<file path="src/hdl/comparator_dac_pkg.sv">
// Summary of operation
// - Hysteresis output follows the hysteresis-enable bit of each comparator that is on; it is held low while off.
// - Processed comparator output is offered to the gate timer as a gate source.
// - With sync enabled, output passes through a latch clocked by gate timer clock.
// - Latch captures on falling edge of timer clock; timer counts on rising.
// - Latch uses the prescaled timer clock when the timer prescales.
// - Rising and falling edge detectors; an enabled edge sets the interrupt flag.
// - Flag cleared only by software; an edge during the clear keeps it set.
// - Three-bit positive select routes pin, DAC, fixed reference or ground.
// - A comparator that is off has all its inputs disconnected.
// - Toggling polarity or on bit while off still gives an interrupt edge.
// - Mirror register shows four outputs in bits 3..0; bits 7..4 read zero.
// - DAC positive source: 00 supply, 01 positive pin, 10 buffer; 11 reserved.
// - DAC negative source: 1 selects negative pin, 0 selects ground.
// - Eight-bit DAC level field selects the DAC output step.
package comparator_dac_pkg;

    localparam int NUM_COMP = 4;
    localparam int ADDR_W   = 8;
    localparam int DATA_W   = 32;
    localparam int REG_W    = 8;

    localparam logic [ADDR_W-1:0] CTRL0_BASE      = 8'h00;
    localparam logic [ADDR_W-1:0] CTRL1_BASE      = 8'h04;
    localparam logic [ADDR_W-1:0] CTRL_STRIDE     = 8'h08;
    localparam logic [ADDR_W-1:0] MIRROR_ADDR     = 8'h20;
    localparam logic [ADDR_W-1:0] DAC_SRC_ADDR    = 8'h24;
    localparam logic [ADDR_W-1:0] DAC_LEVEL_ADDR  = 8'h28;
    localparam logic [ADDR_W-1:0] INT_STATUS_ADDR = 8'h2c;
    localparam logic [ADDR_W-1:0] INT_MASK_ADDR   = 8'h30;

    localparam logic [REG_W-1:0]    CTRL0_RST     = 8'h00;
    localparam logic [REG_W-1:0]    CTRL1_RST     = 8'h00;
    localparam logic [REG_W-1:0]    DAC_SRC_RST   = 8'h00;
    localparam logic [REG_W-1:0]    DAC_LEVEL_RST = 8'h00;
    localparam logic [NUM_COMP-1:0] FLAGS_RST     = 4'h0;

    localparam logic [2:0] PCH_PIN       = 3'h0;
    localparam logic [2:0] PCH_DAC       = 3'h1;
    localparam logic [2:0] PCH_FIXED_REF = 3'h2;

    // One-hot routing of the non-inverting input
    localparam logic [3:0] ROUTE_NONE      = 4'h0;
    localparam logic [3:0] ROUTE_PIN       = 4'h1;
    localparam logic [3:0] ROUTE_DAC       = 4'h2;
    localparam logic [3:0] ROUTE_FIXED_REF = 4'h4;
    localparam logic [3:0] ROUTE_GND       = 4'h8;

    localparam logic [1:0] DAC_PSS_SUPPLY   = 2'h0;
    localparam logic [1:0] DAC_PSS_REF_PIN  = 2'h1;
    localparam logic [1:0] DAC_PSS_BUFFER   = 2'h2;
    localparam logic [1:0] DAC_PSS_RESERVED = 2'h3;

    typedef struct packed {
        logic comparator_on;
        logic comparator_result;
        logic pin_output_enable;
        logic output_polarity;
        logic zero_latency_filter;
        logic speed_power_select;
        logic hysteresis_enable;
        logic output_sync_enable;
    } ctrl0_s;

    typedef struct packed {
        logic       rising_edge_int_enable;
        logic       falling_edge_int_enable;
        logic [2:0] positive_input_select;
        logic [2:0] negative_input_select;
    } ctrl1_s;

    typedef struct packed {
        logic       dac_enable;
        logic       unused6;
        logic       dac_out1_enable;
        logic       dac_out2_enable;
        logic [1:0] dac_positive_source;
        logic       unused1;
        logic       dac_negative_source;
    } dac_src_s;

    typedef struct packed {
        logic       comparator_on;
        logic       hysteresis_enable;
        logic       speed_power_select;
        logic       zero_latency_filter;
        logic [3:0] positive_route;
        logic [2:0] negative_input_select;
    } comp_analog_s;

    typedef struct packed {
        logic       dac_enable;
        logic       dac_out1_enable;
        logic       dac_out2_enable;
        logic [1:0] dac_positive_source;
        logic       dac_negative_source;
        logic [7:0] dac_level;
    } dac_analog_s;

endpackage : comparator_dac_pkg

</file>
<file path="src/hdl/comparator_channel.sv">
`timescale 1ns/1ps
module comparator_channel (
    input  wire logic core_clk_i,
    input  wire logic reset_i,
    input  wire logic raw_result_i,
    input  wire logic comparator_on_i,
    input  wire logic output_polarity_i,
    input  wire logic output_sync_enable_i,
    input  wire logic timer_fall_i,
    input  wire logic rising_en_i,
    input  wire logic falling_en_i,
    output logic      level_o,
    output logic      result_o,
    output logic      edge_event_o
);

    logic result_r;
    logic result_nxt;

    // Core reads low while off, so polarity alone sets the level
    assign level_o = (raw_result_i & comparator_on_i) ^ output_polarity_i;
    assign result_nxt = output_sync_enable_i ?
                        (timer_fall_i ? level_o : result_r) : level_o;
    assign edge_event_o = (result_nxt & ~result_r & rising_en_i) |
                          (~result_nxt & result_r & falling_en_i);

    always_ff @(posedge core_clk_i or posedge reset_i) begin
        if (reset_i) begin
            result_r <= 1'b0;
        end else begin
            result_r <= result_nxt;
        end
    end

    assign result_o = result_r;

endmodule : comparator_channel

</file>
<file path="src/hdl/comparator_dac_control.sv">
`timescale 1ns/1ps
module comparator_dac_control (
    input  wire logic                                         core_clk_i,
    input  wire logic                                         reset_i,
    input  wire logic                                         psel_i,
    input  wire logic                                         penable_i,
    input  wire logic                                         pwrite_i,
    input  wire logic [comparator_dac_pkg::ADDR_W-1:0]         paddr_i,
    input  wire logic [comparator_dac_pkg::DATA_W-1:0]         pwdata_i,
    output logic      [comparator_dac_pkg::DATA_W-1:0]         prdata_o,
    output logic                                              pready_o,
    output logic                                              pslverr_o,
    input  wire logic [comparator_dac_pkg::NUM_COMP-1:0]       raw_result_i,
    input  wire logic                                         timer_clk_i,
    output comparator_dac_pkg::comp_analog_s [comparator_dac_pkg::NUM_COMP-1:0] analog_o,
    output logic      [comparator_dac_pkg::NUM_COMP-1:0]       gate_source_o,
    output logic      [comparator_dac_pkg::NUM_COMP-1:0]       comp_pin_o,
    output comparator_dac_pkg::dac_analog_s                    dac_o,
    output logic                                              irq_o
);

    localparam int NC = comparator_dac_pkg::NUM_COMP;
    localparam int RW = comparator_dac_pkg::REG_W;

    comparator_dac_pkg::ctrl0_s   ctrl0_r [NC];
    comparator_dac_pkg::ctrl1_s   ctrl1_r [NC];
    comparator_dac_pkg::dac_src_s dac_src_r;
    comparator_dac_pkg::dac_src_s dac_src_wr;
    comparator_dac_pkg::dac_src_s dac_src_nxt;
    comparator_dac_pkg::ctrl0_s   wr_ctrl0;
    logic [RW-1:0]                dac_level_r;
    logic [NC-1:0]                flag_r;
    logic [NC-1:0]                flag_nxt;
    logic [NC-1:0]                mask_r;
    logic [NC-1:0]                clear_w;
    logic [NC-1:0]                event_w;
    logic [NC-1:0]                result_w;
    logic [NC-1:0]                level_w;
    logic [NC-1:0]                hit0;
    logic [NC-1:0]                hit1;
    logic [RW-1:0]                rd_ctrl0 [NC];
    logic [RW-1:0]                rd_ctrl1 [NC];
    logic [RW-1:0]                rd_ctrl;
    logic [RW-1:0]                rd_byte;
    logic                         timer_clk_r;
    logic                         timer_fall;
    logic                         access;
    logic                         wr_en;
    logic                         hit_mirror;
    logic                         hit_dac_src;
    logic                         hit_dac_level;
    logic                         hit_status;
    logic                         hit_mask;
    logic                         mapped;

    // Zero-wait APB slave
    assign access        = psel_i & penable_i;
    assign wr_en         = access & pwrite_i;
    assign hit_mirror    = (paddr_i == comparator_dac_pkg::MIRROR_ADDR);
    assign hit_dac_src   = (paddr_i == comparator_dac_pkg::DAC_SRC_ADDR);
    assign hit_dac_level = (paddr_i == comparator_dac_pkg::DAC_LEVEL_ADDR);
    assign hit_status    = (paddr_i == comparator_dac_pkg::INT_STATUS_ADDR);
    assign hit_mask      = (paddr_i == comparator_dac_pkg::INT_MASK_ADDR);
    assign mapped        = (|hit0) | (|hit1) | hit_mirror | hit_dac_src |
                           hit_dac_level | hit_status | hit_mask;
    assign pready_o      = 1'b1;
    assign pslverr_o     = access & ~mapped;
    assign wr_ctrl0      = comparator_dac_pkg::ctrl0_s'(pwdata_i[RW-1:0]);

    // Falling edge of the (prescaled) gate timer clock
    assign timer_fall = timer_clk_r & ~timer_clk_i;

    always_ff @(posedge core_clk_i or posedge reset_i) begin
        if (reset_i) begin
            timer_clk_r <= 1'b0;
        end else begin
            timer_clk_r <= timer_clk_i;
        end
    end

    genvar gi;
    generate
        for (gi = 0; gi < NC; gi++) begin : g_comp
            assign hit0[gi] = (paddr_i == comparator_dac_pkg::CTRL0_BASE +
                               8'(gi) * comparator_dac_pkg::CTRL_STRIDE);
            assign hit1[gi] = (paddr_i == comparator_dac_pkg::CTRL1_BASE +
                               8'(gi) * comparator_dac_pkg::CTRL_STRIDE);

            always_ff @(posedge core_clk_i or posedge reset_i) begin
                if (reset_i) begin
                    ctrl0_r[gi] <= comparator_dac_pkg::ctrl0_s'(comparator_dac_pkg::CTRL0_RST);
                    ctrl1_r[gi] <= comparator_dac_pkg::ctrl1_s'(comparator_dac_pkg::CTRL1_RST);
                end else begin
                    if (wr_en && hit0[gi]) begin
                        ctrl0_r[gi] <= wr_ctrl0;
                    end
                    if (wr_en && hit1[gi]) begin
                        ctrl1_r[gi] <= comparator_dac_pkg::ctrl1_s'(pwdata_i[RW-1:0]);
                    end
                end
            end

            comparator_channel u_channel (
                .core_clk_i           (core_clk_i),
                .reset_i              (reset_i),
                .raw_result_i         (raw_result_i[gi]),
                .comparator_on_i      (ctrl0_r[gi].comparator_on),
                .output_polarity_i    (ctrl0_r[gi].output_polarity),
                .output_sync_enable_i (ctrl0_r[gi].output_sync_enable),
                .timer_fall_i         (timer_fall),
                .rising_en_i          (ctrl1_r[gi].rising_edge_int_enable),
                .falling_en_i         (ctrl1_r[gi].falling_edge_int_enable),
                .level_o              (level_w[gi]),
                .result_o             (result_w[gi]),
                .edge_event_o         (event_w[gi])
            );

            // Result bit is read-only and shows the processed output
            assign rd_ctrl0[gi] = {ctrl0_r[gi].comparator_on, result_w[gi],
                                   ctrl0_r[gi][RW-3:0]};
            assign rd_ctrl1[gi] = ctrl1_r[gi];

            assign analog_o[gi].comparator_on       = ctrl0_r[gi].comparator_on;
            assign analog_o[gi].hysteresis_enable   = ctrl0_r[gi].comparator_on &
                                                      ctrl0_r[gi].hysteresis_enable;
            assign analog_o[gi].speed_power_select  = ctrl0_r[gi].speed_power_select;
            assign analog_o[gi].zero_latency_filter = ctrl0_r[gi].zero_latency_filter;
            assign analog_o[gi].positive_route      =
                !ctrl0_r[gi].comparator_on ? comparator_dac_pkg::ROUTE_NONE :
                (ctrl1_r[gi].positive_input_select == comparator_dac_pkg::PCH_PIN) ?
                    comparator_dac_pkg::ROUTE_PIN :
                (ctrl1_r[gi].positive_input_select == comparator_dac_pkg::PCH_DAC) ?
                    comparator_dac_pkg::ROUTE_DAC :
                (ctrl1_r[gi].positive_input_select == comparator_dac_pkg::PCH_FIXED_REF) ?
                    comparator_dac_pkg::ROUTE_FIXED_REF :
                    comparator_dac_pkg::ROUTE_GND;
            assign analog_o[gi].negative_input_select =
                ctrl0_r[gi].comparator_on ? ctrl1_r[gi].negative_input_select : 3'h0;
            assign comp_pin_o[gi] = result_w[gi] & ctrl0_r[gi].pin_output_enable;
        end
    endgenerate

    assign gate_source_o = result_w;

    always_comb begin
        rd_ctrl = '0;
        for (int i = 0; i < NC; i++) begin
            rd_ctrl = rd_ctrl | ({RW{hit0[i]}} & rd_ctrl0[i]) | ({RW{hit1[i]}} & rd_ctrl1[i]);
        end
    end

    assign rd_byte = rd_ctrl |
        ({RW{hit_mirror}}    & {{(RW-NC){1'b0}}, result_w}) |
        ({RW{hit_dac_src}}   & dac_src_r) |
        ({RW{hit_dac_level}} & dac_level_r) |
        ({RW{hit_status}}    & {{(RW-NC){1'b0}}, flag_r}) |
        ({RW{hit_mask}}      & {{(RW-NC){1'b0}}, mask_r});
    assign prdata_o = {{(comparator_dac_pkg::DATA_W-RW){1'b0}}, rd_byte};

    // Reserved source code is refused and the old selection kept
    assign dac_src_wr  = comparator_dac_pkg::dac_src_s'(pwdata_i[RW-1:0]);
    assign dac_src_nxt = '{dac_enable:          dac_src_wr.dac_enable,
                           unused6:             1'b0,
                           dac_out1_enable:     dac_src_wr.dac_out1_enable,
                           dac_out2_enable:     dac_src_wr.dac_out2_enable,
                           dac_positive_source:
                               (dac_src_wr.dac_positive_source ==
                                comparator_dac_pkg::DAC_PSS_RESERVED) ?
                               dac_src_r.dac_positive_source :
                               dac_src_wr.dac_positive_source,
                           unused1:             1'b0,
                           dac_negative_source: dac_src_wr.dac_negative_source};

    always_ff @(posedge core_clk_i or posedge reset_i) begin
        if (reset_i) begin
            dac_src_r   <= comparator_dac_pkg::dac_src_s'(comparator_dac_pkg::DAC_SRC_RST);
            dac_level_r <= comparator_dac_pkg::DAC_LEVEL_RST;
        end else begin
            if (wr_en && hit_dac_src) begin
                dac_src_r <= dac_src_nxt;
            end
            if (wr_en && hit_dac_level) begin
                dac_level_r <= pwdata_i[RW-1:0];
            end
        end
    end

    assign dac_o.dac_enable          = dac_src_r.dac_enable;
    assign dac_o.dac_out1_enable     = dac_src_r.dac_out1_enable;
    assign dac_o.dac_out2_enable     = dac_src_r.dac_out2_enable;
    assign dac_o.dac_positive_source = dac_src_r.dac_positive_source;
    assign dac_o.dac_negative_source = dac_src_r.dac_negative_source;
    assign dac_o.dac_level           = dac_level_r;

    // Write-one-to-clear flags; a new edge beats the clear
    assign clear_w  = (wr_en && hit_status) ? pwdata_i[NC-1:0] : '0;
    assign flag_nxt = (flag_r & ~clear_w) | event_w;

    always_ff @(posedge core_clk_i or posedge reset_i) begin
        if (reset_i) begin
            flag_r <= comparator_dac_pkg::FLAGS_RST;
            mask_r <= comparator_dac_pkg::FLAGS_RST;
        end else begin
            flag_r <= flag_nxt;
            if (wr_en && hit_mask) begin
                mask_r <= pwdata_i[NC-1:0];
            end
        end
    end

    assign irq_o = |(flag_r & mask_r);
endmodule : comparator_dac_control

</file>
<file path="config.mk">
export PLATFORM = sky130hd
export DESIGN_NAME = comparator_dac_control
export DESIGN_NICKNAME = d
export VERILOG_FILES = /design/src/hdl/comparator_dac_pkg.sv /design/src/hdl/comparator_channel.sv /design/src/hdl/comparator_dac_control.sv
export SDC_FILE = /design/constraint.sdc
export NUM_CORES = 1
export LEC_CHECK = 0
export ABC_AREA = 1
export BUFFER_PORTS_ARGS = -buffer_cell sky130_fd_sc_hd__buf_2
export CORE_MARGIN = 1
export CORE_UTILIZATION = 49
export CTS_BUF_LIST = sky130_fd_sc_hd__clkbuf_8
export DETAILED_ROUTE_END_ITERATION = 8
export GPL_TIMING_DRIVEN = 0
export PLACE_DENSITY = 0.76
export SYNTH_ARGS = -nofsm -noshare
export SYNTH_HDL_FRONTEND = slang
export SYNTH_SLANG_ARGS = --single-unit
</file>
<file path="constraint.sdc">
create_clock -name core_clk_i -period 2.4 [get_ports core_clk_i]
set_input_delay 0.12 -clock core_clk_i [delete_from_list [all_inputs] [get_ports core_clk_i]]
set_output_delay 0.12 -clock core_clk_i [all_outputs]
set_load 0.01 [all_outputs]
</file>
==> impl_results.md, run 1 <==
- P_int: 2.23 mW
- Hold EP: dac_level_r[0]
- Combinational fraction of design power: 9.6%
- MaxCap Viol Count: 0
- Finish-stage setup viols: 0
- Leak: 3.70 nW
- CTS tree: yes
- Worst rel slew slack: 33.8%
- Overall routed net length: 15500 µm
- Initial DRC count: 408
- HPWL after detailed placement: 11500 µm
- Hold Crit Class: in -> reg
- Sw Share: 25.9%
- Routed WL per cell: 15.9 µm
- Syn_area_per_cell: 7.70 µm²
- Arr. time, crit path: 1.62 ns
- Min-delay src: pwdata_i[0]
- Syn Inst Count: 696
- Ant. Diodes: 0
- RR Endpoint: flag_r[1]
- Setup Buffers After CTS: 0
- CORE AREA: 0.0105 mm²
- Max Transition Viols Final: 0
- Pwr/cell area: 470 mW/mm²
- CTS Buf Count: 9
- Die H: 107 µm
- Hold buffer count at cts: 2
- DRC errors left: 0
- Status: complete, no violations
- Period utilisation layout: 72.5%
- Clk slew on worst S/H paths: 0.09 ns
- Layout cell share with drive strength beyond 1: 30.4%
- Root Buffer: clkbuf_8
- Flop2flop setup slack: 0.93 ns
- Clock Tree Buf Depth: 2
- Die Width: 107 µm
- Sink Count: 87
- Flop pwr share: 50.4%
- Worst setup EP type: output port
- GRT Util Overall: 28.8%
- # nets final: 884
- Hold_ws: 0.0614 ns
- Number of port buffers: 101
- CP Launch Type: register
- WS Path Type: reg -> out
- Rows: 37
- Clk_lat worst skew: 0.36 ns
- IO Count: 151
- Pre-antenna DRT Iters: 7
- Initial antenna violation count: 0
- Final hold vios: 0
- Crit path required time: 2.28 ns
- Register bit count reported by yosys: 87
- Sequential area share after synthesis: 40.6%
- RR Startpoint: analog_o[21]
- Setup_tns: 0 ns
- Mapped Area: 0.00536 mm²
- Minimum clock period: 1.74 ns
- ANT nets after route: 0
- Gp weighted congestion: 0.901
- Via Count: 4999
- Die area: 0.0114 mm²
- Worst-Margin Slew: 0.994 ns
- RSZ-0062 raised after global routing: no
- Maximum level of the CTS H-tree: 3
- Fmax: 575 MHz
- Vias in the first global route: 4640
- Max FO, Critical Path: 8
- Clk pwr share: 40.0%
- Yosys warnings: 0
- Area grow syn2layout: 19.5%
- Largest net degree at the start of global routing: 63
- Vias per cell: 5.13
- CTS resizes: 0
- Total gr overflow: 0
- First-pass GRT wire length: 24600 µm
- Depth of the worst register-to-register path: 6
- Initial Utilization: 51.2%
- Post-synthesis cell type count: 28
- Clock Skew: 0.00512 ns
- Peak supply drop: 0.329 mV
- Hold Path Cell Cnt: 3
- Psw: 0.778 mW
-- power by group through the flow --
stage               combinational [mW]  sequential, mW  clock [mW]
floorplan                        0.186            1.54           0
global placement                 0.274            1.54           0
detailed placement               0.285            1.54           0
CTS                              0.289            1.52        1.21
global route                     0.318            1.52        1.26
finish                           0.287            1.52        1.20
-- flip-flops by register name (all words and copies together), names as in the netlist --
name,cells
flag_r,4
ctrl0_r,16
g_comp.u_channel.result_o,4
analog_o,12
ctrl1_r,32
dac_o,6
mask_r,4
dac_level_r,8
timer_clk_r,1
-- layer usage --
| layer | global-route usage (%) | up-vias | share of wire [%] |
|---|---|---|---|
| li1 | - | 2411 | - |
| met2 | 44.1 | 245 | 45 |
| met5 | 0 | - | 0 |
| met1 | 40.2 | 2306 | 43 |
| met4 | 11.5 | 0 | 3.1 |
| met3 | 5.59 | 37 | 9.3 |
-- cell usage in the layout, fill, tap and decap left out, types with 9 or more instances in the layout --
cell / Yosys / routed
buf_2: 1 / 102
buf_4: 42 / 42
buf_6: 9 / 9
clkbuf_8: 0 / 11
conb_1: 2 / 25
dfrtp_1: 87 / 87
inv_1: 68 / 68
nand2_1: 237 / 237
nand3_1: 37 / 37
nand4_1: 9 / 9
nor2_1: 50 / 50
nor2_4: 10 / 10
o21ai_0: 12 / 12
o21ai_1: 30 / 30
o21ai_2: 44 / 44
-- cell families after synthesis --
family          count (synthesis)  synth area share (%)
flops                          87                  40.6
buf+inv                       132                  13.5
simple gates                  376                  33.1
compound gates                 95                  12.0
xor+xnor                        4                 0.654
other cells                     2                 0.140
-- worst max path at each step --
stage | from | endpoint | slack (ns) | cells after the start
final | analog_o[43] | prdata_o[7] | 0.66 | 6
after CTS | analog_o[43] | prdata_o[7] | 0.64 | 6
after global placement | reset_i | analog_o[29] | -1.01 | 2
after floorplan | reset_i | analog_o[10] | 0.03 | 1
after detailed placement | paddr_i[0] | prdata_o[2] | 0.82 | 11
after global routing | analog_o[43] | prdata_o[7] | 0.48 | 6
-- synthesized netlist by cell type (all sizes together) --
| library cell | count | area, µm² |
|---|---|---|
| nand3 | 42 | 265 |
| xor2 | 4 | 35.0 |
| conb | 2 | 7.51 |
| nor3 | 3 | 15.0 |
| inv | 72 | 270 |
| dfrtp | 87 | 2180 |
| o21ai | 86 | 596 |
| nand2 | 252 | 1020 |
| nand4 | 9 | 56.3 |
| clkbuf | 8 | 30.0 |
| o211ai | 1 | 7.51 |
| nor2 | 67 | 399 |
| nor4 | 1 | 6.26 |
| nand3b | 2 | 15.0 |
| a21oi | 8 | 40.0 |
| buf | 52 | 422 |
-- layout make-up --
| class | instances | area [µm²] |
|---|---|---|
| fillers | 980 | 4060 |
| multi-input cells | 500 | 2550 |
| flip-flops and latches | 87 | 2180 |
| repair buffers | 104 | 553 |
| plain buffers | 60 | 452 |
| inverters | 72 | 273 |
| well taps | 136 | 170 |
| clock buffers | 11 | 151 |
| clock inverters | 5 | 80.1 |
-- worst max-delay path, stage by stage (launching register included) --
cell and delay, ns:
dfrtp_1 0.35, clkbuf_1 0.28, inv_1 0.14, o21ai_0 0.19, nor2_1 0.06, nand3_1 0.09
buf_2 0.15
-- per-stage QoR --
stage	total power [mW]	util, %	instances	area [µm²]	setup slack (ns)
after floorplan	1.72	-	719	5450	0.0298
after global placement	1.82	58.5	956	6120	-1.01
after detailed placement	1.83	58.8	957	6150	0.823
after CTS	3.01	61.2	975	6400	0.635
after global routing	3.10	61.2	975	6400	0.484
final	3.01	61.2	975	6400	0.659
Note: power is estimated with default switching activity, not from simulation.
==> run 2: changes to the inputs <==
==> constraint.sdc (replaced) <==
create_clock -name core_clk_i -period 1.5 [get_ports core_clk_i]
set_input_delay 0.075 -clock core_clk_i [delete_from_list [all_inputs] [get_ports core_clk_i]]
set_output_delay 0.075 -clock core_clk_i [all_outputs]
set_load 0.01 [all_outputs]
==> run 2 against run 1 <==
Against the previous run:
- utilization increased by 3.3 points
- clock power is 55% higher
- combinational power is 74% higher
- via count rose by 4.0%
- critical path type unchanged
- first-iteration DRC count decreased by 4.2%
- register-to-register slack got worse by 0.68 ns
- hold slack lost 0.022 ns
- power increased by 59%
- sequential share of layout area is 1.5 points lower
==> impl_results.md, run 2 (same netlist as run 1, synthesis figures left out) <==
- Met2 wire length: 7510 µm
- Arr. time, crit path: 1.41 ns
- Fillers: 933
- HPWL after detailed placement: 11600 µm
- Number of port buffers: 101
- Pre-antenna DRT Iters: 5
- Status: complete, no violations
- Setup_tns: 0 ns
- Layout cell share with drive strength beyond 1: 37.5%
- Fmax: 672 MHz
- Max incr delay on CP: 0.42 ns
- Top reg by flops: ctrl1_r
- Routed WL per cell: 16.3 µm
- CP Cell Sequence: nand2_2 -> nand2_2 -> nor2_2 -> nand3b_1 -> buf_2
- Clk_lat worst skew: 0.37 ns
- Worst setup EP type: output port
- Overall Power: 4.78 mW
- ANT nets after route: 0
- Leak: 3.86 nW
- Peak supply drop: 0.493 mV
- Gp weighted congestion: 0.919
- Most common cell after layout, fill and taps aside: nand2_1
- Initial antenna violation count: 0
- CP max-delay cell: dfrtp_1
- Met3 wire length: 1420 µm
- Sink Count: 87
- Vias in the first global route: 4597
- Clk slew on worst S/H paths: 0.09 ns
- IO Count: 151
- Initial Utilization: 51.2%
- Most used cell, CP: nand2_2
- Hold Crit Class: in -> reg
- Worst rel slew slack: 32.7%
- MaxCap Viol Count: 0
- First-pass GRT wire length: 24400 µm
- Die Width: 107 µm
- DRC errors left: 0
- Ant. Diodes: 0
- Total gr overflow: 0
- # nets final: 912
- Met1 wire length: 6980 µm
- Largest net degree at the start of global routing: 32
- Pwr/cell area: 709 mW/mm²
- Min-delay src: pwdata_i[2]
- CTS Buf Count: 9
- Via Count: 5199
- Area grow syn2layout: 25.8%
- Rows: 37
- Clock Skew: 0.00826 ns
- Max Transition Viols Final: 0
- CTS tree: yes
- Worst-Margin Slew: 1.01 ns
- RSZ-0062 raised after global routing: yes
- WS Path Type: reg -> out
- Die area: 0.0114 mm²
- Worst setup path startpoint: ctrl0_r[5]
- Multi-input combinational cell area: 0.00265 mm²
- Period utilisation layout: 99.2%
- Finish-stage setup viols: 0
- Hold_ws: 0.0395 ns
- RR Startpoint: analog_o[10]
- Die H: 107 µm
- Overall routed net length: 16400 µm
- Crit path required time: 1.42 ns
- Vias per cell: 5.18
- Max FO, Critical Path: 2
- Final hold vios: 0
- Minimum clock period: 1.49 ns
- Clock Tree Buf Depth: 2
- Root Buffer: clkbuf_8
- Initial DRC count: 391
- CORE AREA: 0.0105 mm²
- Top sig layer: met4
- Most frequent cells in the layout: nand2_1, buf_2, dfrtp_1
- GRT Util Overall: 28.8%
- CP Launch Type: register
- Largest register FFs: 32
- Register area: 0.00219 mm²
- Maximum level of the CTS H-tree: 3
==> run 2: cell count changes in the layout (fill, tap and decap cells not counted), moves of 4 or more <==
cell	change
buf_4	+30
dfrtp_1	-10
dfrtp_2	+10
nor2_1	-8
nand2_1	-7
nand2_2	+7
inv_1	-6
nor2_2	+6
clkbuf_1	-4
inv_2	+4
nand3_1	-4
nand3_2	+4
==> run 2: final timing paths <==
| path | endpoint | slack, ns | cells past startpoint |
|---|---|---|---|
| setup / recovery | prdata_o[5] | 0.01 | 5 |
| hold / removal | dac_level_r[2] | 0.04 | 3 |
| setup reg to reg | g_comp[0].u_channel.result_o | 0.25 | 6 |
| hold reg to reg | dac_level_r[5] | 0.51 | 2 |
| max in group asynchronous | analog_o[32] | 0.33 | 5 |
| min in group asynchronous | ctrl1_r[4] | 0.36 | 3 |
==> run 2: power by group <==
group	internal (mW)	switching [mW]
logic	0.171	0.327
clock network	0.978	0.878
registers	2.38	0.0426
total	3.53	1.25
==> run 2: cell type report <==
| type | count | area share [%] |
|---|---|---|
| clock buffers | 10 | 2.04 |
| well taps | 136 | 2.52 |
| inverters | 72 | 4.12 |
| multi-input cells | 501 | 39.3 |
| clock inverters | 6 | 1.24 |
| flip-flops and latches | 87 | 32.5 |
| plain buffers | 56 | 6.51 |
| repair buffers | 135 | 11.8 |
==> run 2: per-stage QoR <==
step / worst slack, ns / instance area (µm²) / utilization (%) / cells
final: 0.0119 / 6740 / 64.5 / 1003
after global routing: -0.0447 / 6740 / 64.5 / 1003
after CTS: 0.00161 / 6430 / 61.5 / 975
after detailed placement: -0.0145 / 6170 / 58.9 / 958
after global placement: -0.213 / 6130 / 58.6 / 956
after floorplan: 0.353 / 5450 / - / 719
==> run 2: worst max-delay path: cells and delay by family (launching register included) <==
kind | cells | cell delay [ns]
buf+inv | 1 | 0.15
flops | 1 | 0.42
simple gates | 4 | 0.48
==> run 2: what timing repair did <==
action,CTS,global route
setup buffers,3,27
endpoints found under the setup margin,12,9
hold buffers,2,0
hold endpoints to repair,31,0
gates cloned,0,1
pin swaps,1,12
resized for setup,9,36
==> run 2: routing by layer <==
metal | global-route usage (%) | vias up
li1 | - | 2465
met1 | 40.2 | 2432
met2 | 44.6 | 269
met3 | 5.23 | 33
met5 | 0 | -
met4 | 11.1 | 0
